<file path="src/hw/wdt_pkg.sv">
// constants and types for the watchdog reset and fetch trap block
`default_nettype none
package wdt_pkg;
   // register indices as printed, byte address is four times the index
   localparam logic [7:0] CTL_ONE_IDX = 8'h34;
   localparam logic [7:0] CODE_IDX = 8'h35;
   localparam logic [7:0] CTL_ONE_ADDR = 8'(CTL_ONE_IDX * 4);
   localparam logic [7:0] CODE_ADDR = 8'(CODE_IDX * 4);
   localparam logic [7:0] IRQ_STATUS_ADDR = 8'he0;
   localparam logic [7:0] IRQ_CLEAR_ADDR = 8'he4;
   localparam logic [7:0] IRQ_ENABLE_ADDR = 8'he8;
   localparam logic [7:0] STATE_ADDR = 8'hec;
   // control one field positions
   localparam int ACT_SEL_BIT = 0;
   localparam int DET_LO_BIT = 1;
   localparam int DET_HI_BIT = 2;
   localparam int EN_BIT = 3;
   localparam int TRAP_SEL_BIT = 4;
   localparam int RAM_TRAP_BIT = 5;
   localparam logic [5:0] CTL_ONE_RESET = 6'h39;
   // code port values
   localparam logic [7:0] CODE_TRAP_AREA = 8'hd2;
   localparam logic [7:0] CODE_CLEAR = 8'h4e;
   localparam logic [7:0] CODE_DISABLE = 8'hb1;
   // interrupt status bit positions
   localparam int EV_WDT_OVF = 0;
   localparam int EV_FETCH_TRAP = 1;
   localparam int EV_RESET = 2;
   localparam int EV_W = 3;
   // reset pulse length: 24 fast clock periods at the block clock rate
   localparam longint CLK_HZ = 40000000;
   localparam longint FAST_CLK_HZ = 40000000;
   localparam longint RST_FC_PERIODS = 24;
   localparam int RST_CYC_RAW = int'((RST_FC_PERIODS * CLK_HZ) / FAST_CLK_HZ);
   localparam int RST_CYC = (RST_CYC_RAW < 1) ? 1 : RST_CYC_RAW;
   localparam logic [1:0] RESP_OKAY = 2'b00;
   localparam logic [1:0] RESP_SLVERR = 2'b10;
   typedef struct packed {
      logic valid;
      logic [15:0] addr;
   } wdt_fetch_t;
   typedef struct packed {
      logic fetch_trap;
      logic wdt_overflow;
   } wdt_nmi_t;
   typedef enum logic [1:0] {ACT_NONE, ACT_IRQ, ACT_RESET} wdt_action_t;
endpackage : wdt_pkg
`default_nettype wire

</file>
<file path="src/hw/wdt_top.sv">
// watchdog overflow action, fetch address trap and reset pulse, axi4-lite slave
//
// Chosen here: register access over AXI4-Lite.
`default_nettype none
module wdt_top #(
   parameter int DET_EXP_0 = 25,
   parameter int DET_EXP_1 = 23,
   parameter int DET_EXP_2 = 21,
   parameter int DET_EXP_3 = 19,
   parameter logic [15:0] SFR_LO = 16'h0000,
   parameter logic [15:0] SFR_HI = 16'h003f,
   parameter logic [15:0] RAM_LO = 16'h0040,
   parameter logic [15:0] RAM_HI = 16'h023f,
   parameter logic [15:0] DBR_LO = 16'h0f80,
   parameter logic [15:0] DBR_HI = 16'h0fff
) (
   input wire logic ref_clk,
   input wire logic reset,
   input wire logic [7:0] s_axi_awaddr,
   input wire logic s_axi_awvalid,
   output logic s_axi_awready,
   input wire logic [31:0] s_axi_wdata,
   input wire logic [3:0] s_axi_wstrb,
   input wire logic s_axi_wvalid,
   output logic s_axi_wready,
   output logic [1:0] s_axi_bresp,
   output logic s_axi_bvalid,
   input wire logic s_axi_bready,
   input wire logic [7:0] s_axi_araddr,
   input wire logic s_axi_arvalid,
   output logic s_axi_arready,
   output logic [31:0] s_axi_rdata,
   output logic [1:0] s_axi_rresp,
   output logic s_axi_rvalid,
   input wire logic s_axi_rready,
   input wire wdt_pkg::wdt_fetch_t fetch,
   input wire wdt_pkg::wdt_nmi_t nmi_ack,
   input wire logic low_speed_mode_one,
   output wdt_pkg::wdt_nmi_t nmi_req,
   output logic reset_pin_n,
   output logic internal_reset,
   output logic hf_osc_restart,
   output logic irq
);
   import wdt_pkg::*;

   localparam int CNT_W = 26;

   function automatic logic in_range(input logic [15:0] a, input logic [15:0] lo,
                                     input logic [15:0] hi);
      in_range = (a >= lo) && (a <= hi);
   endfunction : in_range

   function automatic logic [CNT_W-1:0] det_last(input logic [1:0] sel);
      int e;
      unique case (sel)
         2'b00: e = DET_EXP_0;
         2'b01: e = DET_EXP_1;
         2'b10: e = DET_EXP_2;
         2'b11: e = DET_EXP_3;
      endcase
      det_last = CNT_W'((64'd1 << e) - 64'd1);
   endfunction : det_last

   // bus state
   logic awready_q, wready_q, bvalid_q, arready_q, rvalid_q;
   logic [7:0] awaddr_q;
   logic [31:0] wdata_q;
   logic wstrb0_q;
   logic [1:0] bresp_q, rresp_q;
   logic [31:0] rdata_q;

   // control state
   logic act_sel_q, en_q, en_wr_q, trap_sel_q, ram_pend_q, ram_act_q;
   logic [1:0] det_q;
   logic [CNT_W-1:0] cnt_q;
   logic [EV_W-1:0] ev_stat_q, ev_en_q;
   logic [$clog2(RST_CYC+1)-1:0] rst_cnt_q;
   logic reset_pin_n_q, internal_reset_q, hf_osc_restart_q, irq_q;
   wdt_nmi_t nmi_q;

   logic do_wr, wr_ctl, wr_code, wr_clr, wr_en, ctl_rst;
   logic [7:0] wbyte;
   logic overflow, trap_hit;
   wdt_action_t wdt_act, trap_act;
   logic rst_req;
   logic [EV_W-1:0] ev_set;

   // both address and data held, response not yet given
   assign do_wr = !awready_q && !wready_q && !bvalid_q;
   assign wbyte = wdata_q[7:0];
   assign wr_ctl = do_wr && wstrb0_q && (awaddr_q == CTL_ONE_ADDR);
   assign wr_code = do_wr && wstrb0_q && (awaddr_q == CODE_ADDR);
   assign wr_clr = do_wr && wstrb0_q && (awaddr_q == IRQ_CLEAR_ADDR);
   assign wr_en = do_wr && wstrb0_q && (awaddr_q == IRQ_ENABLE_ADDR);
   // the pulse on the reset pin also returns the control one fields, enables and counter to their reset values
   assign ctl_rst = reset || (rst_cnt_q != '0);

   // write channels, taken in either order
   always_ff @(posedge ref_clk) begin
      if (reset) begin
         awready_q <= 1'b1;
         wready_q <= 1'b1;
         awaddr_q <= '0;
         wdata_q <= '0;
         wstrb0_q <= 1'b0;
      end else begin
         if (s_axi_awvalid && awready_q) begin
            awready_q <= 1'b0;
            awaddr_q <= s_axi_awaddr;
         end
         if (s_axi_wvalid && wready_q) begin
            wready_q <= 1'b0;
            wdata_q <= s_axi_wdata;
            wstrb0_q <= s_axi_wstrb[0];
         end
         if (bvalid_q && s_axi_bready) begin
            awready_q <= 1'b1;
            wready_q <= 1'b1;
         end
      end
   end

   always_ff @(posedge ref_clk) begin
      if (reset) begin
         bvalid_q <= 1'b0;
         bresp_q <= RESP_OKAY;
      end else if (do_wr) begin
         bvalid_q <= 1'b1;
         unique case (awaddr_q)
            CTL_ONE_ADDR, CODE_ADDR, IRQ_CLEAR_ADDR, IRQ_ENABLE_ADDR,
            IRQ_STATUS_ADDR, STATE_ADDR: bresp_q <= RESP_OKAY;
            default: bresp_q <= RESP_SLVERR;
         endcase
      end else if (bvalid_q && s_axi_bready) begin
         bvalid_q <= 1'b0;
      end
   end

   // read channel, answer one cycle after the address is taken
   always_ff @(posedge ref_clk) begin
      if (reset) begin
         arready_q <= 1'b1;
         rvalid_q <= 1'b0;
         rdata_q <= '0;
         rresp_q <= RESP_OKAY;
      end else if (s_axi_arvalid && arready_q) begin
         arready_q <= 1'b0;
         rvalid_q <= 1'b1;
         rresp_q <= RESP_OKAY;
         rdata_q <= '0;
         unique case (s_axi_araddr)
            // write-only ports read as zero
            CTL_ONE_ADDR, CODE_ADDR, IRQ_CLEAR_ADDR: rdata_q <= '0;
            IRQ_STATUS_ADDR: rdata_q <= 32'(ev_stat_q);
            IRQ_ENABLE_ADDR: rdata_q <= 32'(ev_en_q);
            STATE_ADDR: rdata_q <= {26'h0, ram_act_q, ram_pend_q, trap_sel_q,
                                    en_q, det_q[1], act_sel_q};
            default: rresp_q <= RESP_SLVERR;
         endcase
      end else if (rvalid_q && s_axi_rready) begin
         rvalid_q <= 1'b0;
         arready_q <= 1'b1;
      end
   end

   // control one fields
   always_ff @(posedge ref_clk) begin
      if (ctl_rst) begin
         act_sel_q <= CTL_ONE_RESET[ACT_SEL_BIT];
         det_q <= CTL_ONE_RESET[DET_HI_BIT:DET_LO_BIT];
         trap_sel_q <= CTL_ONE_RESET[TRAP_SEL_BIT];
         ram_pend_q <= CTL_ONE_RESET[RAM_TRAP_BIT];
      end else if (wr_ctl) begin
         // action select can only be lowered by software
         act_sel_q <= act_sel_q && wbyte[ACT_SEL_BIT];
         det_q <= wbyte[DET_HI_BIT:DET_LO_BIT];
         trap_sel_q <= wbyte[TRAP_SEL_BIT];
         ram_pend_q <= wbyte[RAM_TRAP_BIT];
      end
   end

   // enable: set by control one, cleared only by disable code while bit is low
   always_ff @(posedge ref_clk) begin
      if (ctl_rst) begin
         en_q <= CTL_ONE_RESET[EN_BIT];
      end else if (wr_ctl && wbyte[EN_BIT]) begin
         en_q <= 1'b1;
      end else if (wr_code && (wbyte == CODE_DISABLE) && !en_wr_q) begin
         en_q <= 1'b0;
      end
   end

   // pending enable-bit value kept apart so the disable code sees the written value
   always_ff @(posedge ref_clk) begin
      if (ctl_rst) begin
         en_wr_q <= CTL_ONE_RESET[EN_BIT];
      end else if (wr_ctl) begin
         en_wr_q <= wbyte[EN_BIT];
      end
   end

   logic run_q;
   always_ff @(posedge ref_clk) begin
      if (ctl_rst) begin
         run_q <= CTL_ONE_RESET[EN_BIT];
      end else if (wr_ctl && wbyte[EN_BIT]) begin
         run_q <= 1'b1;
      end else if (wr_code && (wbyte == CODE_DISABLE) && !en_wr_q) begin
         run_q <= 1'b0;
      end
   end

   // ram trap enable only applied by the trap area code
   always_ff @(posedge ref_clk) begin
      if (ctl_rst) begin
         ram_act_q <= CTL_ONE_RESET[RAM_TRAP_BIT];
      end else if (wr_code && (wbyte == CODE_TRAP_AREA)) begin
         ram_act_q <= ram_pend_q;
      end
   end

   // binary counter; held clear while disabled
   assign overflow = run_q && (cnt_q == det_last(det_q));
   always_ff @(posedge ref_clk) begin
      if (ctl_rst || !run_q) begin
         cnt_q <= '0;
      end else if (wr_code && (wbyte == CODE_CLEAR)) begin
         cnt_q <= '0;
      end else if (overflow) begin
         cnt_q <= '0;
      end else begin
         cnt_q <= cnt_q + CNT_W'(1);
      end
   end

   // overflow action
   always_comb begin
      wdt_act = ACT_NONE;
      if (overflow) begin
         wdt_act = act_sel_q ? ACT_RESET : ACT_IRQ;
      end
   end

   // fetch trap detection, combinational in the fetch cycle
   assign trap_hit = fetch.valid && !ctl_rst
      && ((ram_act_q && in_range(fetch.addr, RAM_LO, RAM_HI))
         || in_range(fetch.addr, SFR_LO, SFR_HI)
         || in_range(fetch.addr, DBR_LO, DBR_HI));
   always_comb begin
      trap_act = ACT_NONE;
      if (trap_hit) begin
         trap_act = trap_sel_q ? ACT_RESET : ACT_IRQ;
      end
   end

   assign rst_req = (wdt_act == ACT_RESET) || (trap_act == ACT_RESET);

   // non-maskable requests: the global mask flag is not consulted, and a new
   // trap re-raises the request even while an earlier one is in service
   always_ff @(posedge ref_clk) begin
      if (reset) begin
         nmi_q <= '0;
      end else begin
         if (trap_act == ACT_IRQ) begin
            nmi_q.fetch_trap <= 1'b1;
         end else if (nmi_ack.fetch_trap) begin
            nmi_q.fetch_trap <= 1'b0;
         end
         if (wdt_act == ACT_IRQ) begin
            nmi_q.wdt_overflow <= 1'b1;
         end else if (nmi_ack.wdt_overflow) begin
            nmi_q.wdt_overflow <= 1'b0;
         end
      end
   end

   // reset pulse on the pin and to internal logic
   always_ff @(posedge ref_clk) begin
      if (reset) begin
         rst_cnt_q <= '0;
         reset_pin_n_q <= 1'b1;
         internal_reset_q <= 1'b0;
      end else if (rst_req) begin
         rst_cnt_q <= ($bits(rst_cnt_q))'(RST_CYC);
         reset_pin_n_q <= 1'b0;
         internal_reset_q <= 1'b1;
      end else if (rst_cnt_q > ($bits(rst_cnt_q))'(1)) begin
         rst_cnt_q <= rst_cnt_q - ($bits(rst_cnt_q))'(1);
      end else begin
         rst_cnt_q <= '0;
         reset_pin_n_q <= 1'b1;
         internal_reset_q <= 1'b0;
      end
   end

   // slow mode has the fast oscillator stopped, so restart it with the reset
   always_ff @(posedge ref_clk) begin
      if (reset) begin
         hf_osc_restart_q <= 1'b0;
      end else begin
         hf_osc_restart_q <= rst_req && low_speed_mode_one;
      end
   end

   // interrupt status, enable and level output; a set beats a clear
   assign ev_set = {rst_req, trap_act == ACT_IRQ, wdt_act == ACT_IRQ};
   always_ff @(posedge ref_clk) begin
      if (reset) begin
         ev_stat_q <= '0;
         ev_en_q <= '0;
         irq_q <= 1'b0;
      end else begin
         ev_stat_q <= (ev_stat_q & ~(wr_clr ? wdata_q[EV_W-1:0] : '0)) | ev_set;
         if (wr_en) begin
            ev_en_q <= wdata_q[EV_W-1:0];
         end
         irq_q <= |(((ev_stat_q & ~(wr_clr ? wdata_q[EV_W-1:0] : '0)) | ev_set)
                    & (wr_en ? wdata_q[EV_W-1:0] : ev_en_q));
      end
   end

   assign s_axi_awready = awready_q;
   assign s_axi_wready = wready_q;
   assign s_axi_bvalid = bvalid_q;
   assign s_axi_bresp = bresp_q;
   assign s_axi_arready = arready_q;
   assign s_axi_rvalid = rvalid_q;
   assign s_axi_rdata = rdata_q;
   assign s_axi_rresp = rresp_q;
   assign nmi_req = nmi_q;
   assign reset_pin_n = reset_pin_n_q;
   assign internal_reset = internal_reset_q;
   assign hf_osc_restart = hf_osc_restart_q;
   assign irq = irq_q;
endmodule : wdt_top
`default_nettype wire

</file>
<file path="config.mk">
export PLATFORM = sky130hd
export DESIGN_NAME = wdt_top
export DESIGN_NICKNAME = d
export VERILOG_FILES = /design/src/hw/wdt_pkg.sv /design/src/hw/wdt_top.sv
export SDC_FILE = /design/constraint.sdc
export NUM_CORES = 1
export LEC_CHECK = 0
export BUFFER_PORTS_ARGS = -buffer_cell sky130_fd_sc_hd__buf_2
export CORE_MARGIN = 3
export CORE_UTILIZATION = 29
export CTS_CLUSTER_DIAMETER = 120
export DETAILED_ROUTE_END_ITERATION = 8
export GPL_TIMING_DRIVEN = 1
export MAX_ROUTING_LAYER = met4
export RECOVER_POWER = 50
export SLEW_MARGIN = 0
export SYNTH_ARGS = -nofsm -noshare
export SYNTH_HDL_FRONTEND = slang
export SYNTH_SLANG_ARGS = --single-unit
export TNS_END_PERCENT = 20
</file>
<file path="constraint.sdc">
create_clock -name ref_clk -period 2.2 [get_ports ref_clk]
set_clock_uncertainty 0.05 [all_clocks]
set_input_delay 0.44 -clock ref_clk [delete_from_list [all_inputs] [get_ports ref_clk]]
set_output_delay 0.44 -clock ref_clk [all_outputs]
set_load 0.1 [all_outputs]
</file>
==> metrics.cfg <==
[pwr]
switching_share = 0.3350
ir_drop_uv = 573.6
seqPwrFrac = 0.396
switching_power_mw = 1.378
pwr-share-clk = 0.338
power_mw = 4.113
power_density_nw_per_um2 = 884.4
p_comb_frac = 0.266
p_leak_nw = 1.836
intPower_mw = 2.735

[critical_path]
crit_chain = inv_2 -> ha_4 -> or3b_4 -> or3_4 -> a2111oi_4 -> a21oi_4 -> o22a_1
regToRegSetupSlack_ps = -10
cp-start-kind = flip-flop
r2r-start = rst_cnt_q[1]$_SDFF_PP0_
cp_top_family = simple AND/OR/NAND/NOR gates
critical-path-slowest-cell = a2111oi_4
critPathBufInv = 1
crit_fanout = 8
cp.depth = 7
reg2reg_to = reset_pin_n$_SDFFE_PP1P_
reg2reg_depth = 7
required_ps = 2380
crit_type = flip-flop to flip-flop
max_stage_delay_ps = 420
arrival_ps = 2390
cp-end-kind = flip-flop

[floorplanning]
die_y_um = 120.8
core_area_um2 = 12770
row_count = 41
dieArea_um2 = 14590
initial_utilization = 0.2992
die_width_um = 120.8
ios = 126

[clock_network]
insertion_delay_ps = 330
htree_num_levels = 3
cts_root_buffer = clkbuf_16
cts_tree = built
max-clock-path-buffers = 2
clk_pin_slew_ps = 60
numClockSinks = 81
cts_buffers = 9

[run_status]
status = complete, but fails checks
violations = setup timing

[hold_path]
min_path_cells = 3
hp-start = s_axi_awaddr[1]
holdPathEnd = awaddr_q[1]$_SDFFE_PP0P_
hp-class = primary input to flip-flop

[place]
placed_cell_area_um2 = 4300
gp_congestion = 0.8094
port_buffers = 64
hpwl_mm = 6.571

[sta]
hold_viol = 0
holdWs_ps = 302.7
fin_crit_sh = 1.005
drv_slew = 0
rsz0062_at_grt = true
setup_ws_ps = -11.25
finalSetupTns_ps = -11.25
timing.fmax_ghz = 0.4522
fin_crit_ps = 2211
max_slew.worst_pin.slew_ps = 675.0
relSlewSlack = 0.5500
finalSetupViolCount = 1

[logic_synthesis]
yosys_warnings = 0
ys_types = 59
syn_inst = 446
synth_area_um2 = 3822
ys_seq_area_frac = 0.4242
yosys_register_bits = 81
synth_flop_cell = dfxtp_1
synth_edf_count = 0
synth-async-reset-ratio = 0
syn_area_per_cell_um2 = 8.570

[finish]
utilization = 0.3641
drive_gt1_frac = 0.2185
postLayoutCellArea_um2 = 4651
antennaDiodeCount = 0
final_nets = 608
num-fill-cells = 1314
syn2layout_area_growth_pct = 21.67

[detailed_routing]
viasPerCell = 4.627
drtIter0Drc = 169
vias = 3253
firstDrtPassIters = 5
wire_per_inst_um = 12.42
ant_nets = 0
drt_wl_total_mm = 8.729
route.detailed.drc = 0

[global_routing]
grt_pass1_vias = 3099
grt_overflow_total = 0
grt_antenna_before_repair = 0
grt_first_pass_wirelength_mm = 14.61
grtUsageTotal = 0.1283
grt_max_degree = 34

[run]
maxCapViolations = 0

## synthesized netlist by cell type (all sizes together) (3+ instances only)
master | n | share of area
a22oi | 7 | 0.014
nand2 | 50 | 0.049
a21oi | 32 | 0.043
o21ai | 10 | 0.013
clkbuf | 8 | 0.0079
xnor2 | 17 | 0.039
nor4 | 5 | 0.011
ha | 3 | 0.0098
nor3b | 5 | 0.011
xor2 | 8 | 0.018
mux2i | 4 | 0.010
nand3 | 35 | 0.046
a21boi | 5 | 0.0098
and3 | 9 | 0.015
a2111oi | 4 | 0.021
nand4 | 7 | 0.015
nand2b | 6 | 0.0098
nor2b | 4 | 0.0065
inv | 15 | 0.015
nor3 | 15 | 0.021
buf | 33 | 0.062
dfxtp | 81 | 0.42
nor2 | 50 | 0.049
and4 | 6 | 0.014
## final cells by class
cell class              count  area, um^2  share of cell area
clock buffers              10       239.0             0.05139
well taps                 172       215.2             0.04627
flip-flops and latches     81        1624              0.3492
repair buffers             83       450.4             0.09685
inverters                  15       56.30             0.01211
clock inverters             6       41.29            0.008878
multi-input cells         336        2024              0.4353
## worst reg2reg max path, stage by stage, from the launching register on
cell and delay (ps):
dfxtp_2 320, inv_2 70, ha_4 130, or3b_4 370, or3_4 410, a2111oi_4 420
a21oi_4 110, o22a_1 220
## cells in the final DEF (no fill, tap or decap), types with 3 or more instances in the layout
master      netlist  final
a2111oi_4         2      3
a21boi_0          4      4
a21oi_1          31     31
a22oi_1           7      7
and3_1            9      9
and4_1            6      6
buf_2             1     46
buf_4            30     16
clkbuf_1          8      4
clkbuf_16         0      9
clkbuf_2          0     17
clkinvlp_4        0      3
conb_1            1     28
dfxtp_1          81     79
inv_1            15     13
mux2i_1           4      4
nand2_1          50     50
nand2b_1          6      6
nand3_1          35     35
nand4_1           6      6
nor2_1           50     50
nor2b_1           4      4
nor3_1           14     14
nor3b_1           4      3
nor4_1            3      3
o21ai_0           9      9
xnor2_1          17     17
xor2_1            8      8
## layer usage
metal / GRT usage / up-vias / routed length, um
met5: - / - / 0
met3: 0.03508 / 8 / 399
met2: 0.2050 / 72 / 4252
li1: - / 1661 / -
met4: 0.03966 / 0 / 97
met1: 0.1586 / 1512 / 3978
## timing repair
item                                    in CTS  in global routing
endpoints found under the setup margin       6                 38
pin swaps                                    0                  8
setup buffers                                0                  5
resized for setup                            3                  6
hold buffers                                 0                  0
## per-stage QoR
stage          setup WS [ps]  cells
6_report              -11.25    703
5_1_grt               -106.8    703
4_1_cts               -47.57    698
3_5_place_dp          -72.81    682
3_3_place_gp          -4.444    682
2_1_floorplan          42.07    473
## cell families (layout without fill, tap and decap cells)
logic type      after synthesis  count (layout)  synth area share
simple gates                205             205            0.2845
flops                        81              81            0.4242
compound gates               70              70            0.1250
buf+inv                      56             114           0.08478
xor+xnor                     25              25           0.05728
mux                           5               5           0.01342
fa+ha+maj                     3               3          0.009821
other cells                   1              28         0.0009811
## power by group through the flow
| stage | sequential (mW) | combinational [mW] | clock (mW) |
|---|---|---|---|
| 2_1_floorplan | 1.72 | 0.741 | 0 |
| 3_3_place_gp | 1.65 | 0.960 | 0 |
| 3_5_place_dp | 1.66 | 0.979 | 0 |
| 4_1_cts | 1.63 | 0.994 | 1.43 |
| 5_1_grt | 1.64 | 1.21 | 1.49 |
| 6_report | 1.63 | 1.09 | 1.39 |
## state kept, by name, indices dropped and copies added, names as in the netlist, 2 cells and up
register     flops
ev_stat_q        3
cnt_q           26
s_axi_rdata      6
wdata_q          8
ev_en_q          3
awaddr_q         8
det_q            2
nmi_req          2
rst_cnt_q        5
## how the worst max path moves through the flow
stage,from,end,slack (ps)
after floorplan,s_axi_arready$_SDFFE_PP1P_,s_axi_rdata[3]$_SDFFE_PP0P_,40
after global placement,rst_cnt_q[1]$_SDFF_PP0_,irq$_SDFF_PP0_,-4
after detailed placement,rst_cnt_q[1]$_SDFF_PP0_,ev_stat_q[1]$_SDFF_PP0_,-70
after CTS,rst_cnt_q[1]$_SDFF_PP0_,reset_pin_n$_SDFFE_PP1P_,-50
after global routing,rst_cnt_q[1]$_SDFF_PP0_,reset_pin_n$_SDFFE_PP1P_,-110
final,rst_cnt_q[1]$_SDFF_PP0_,reset_pin_n$_SDFFE_PP1P_,-10
Power figures use the tool's default switching activity.
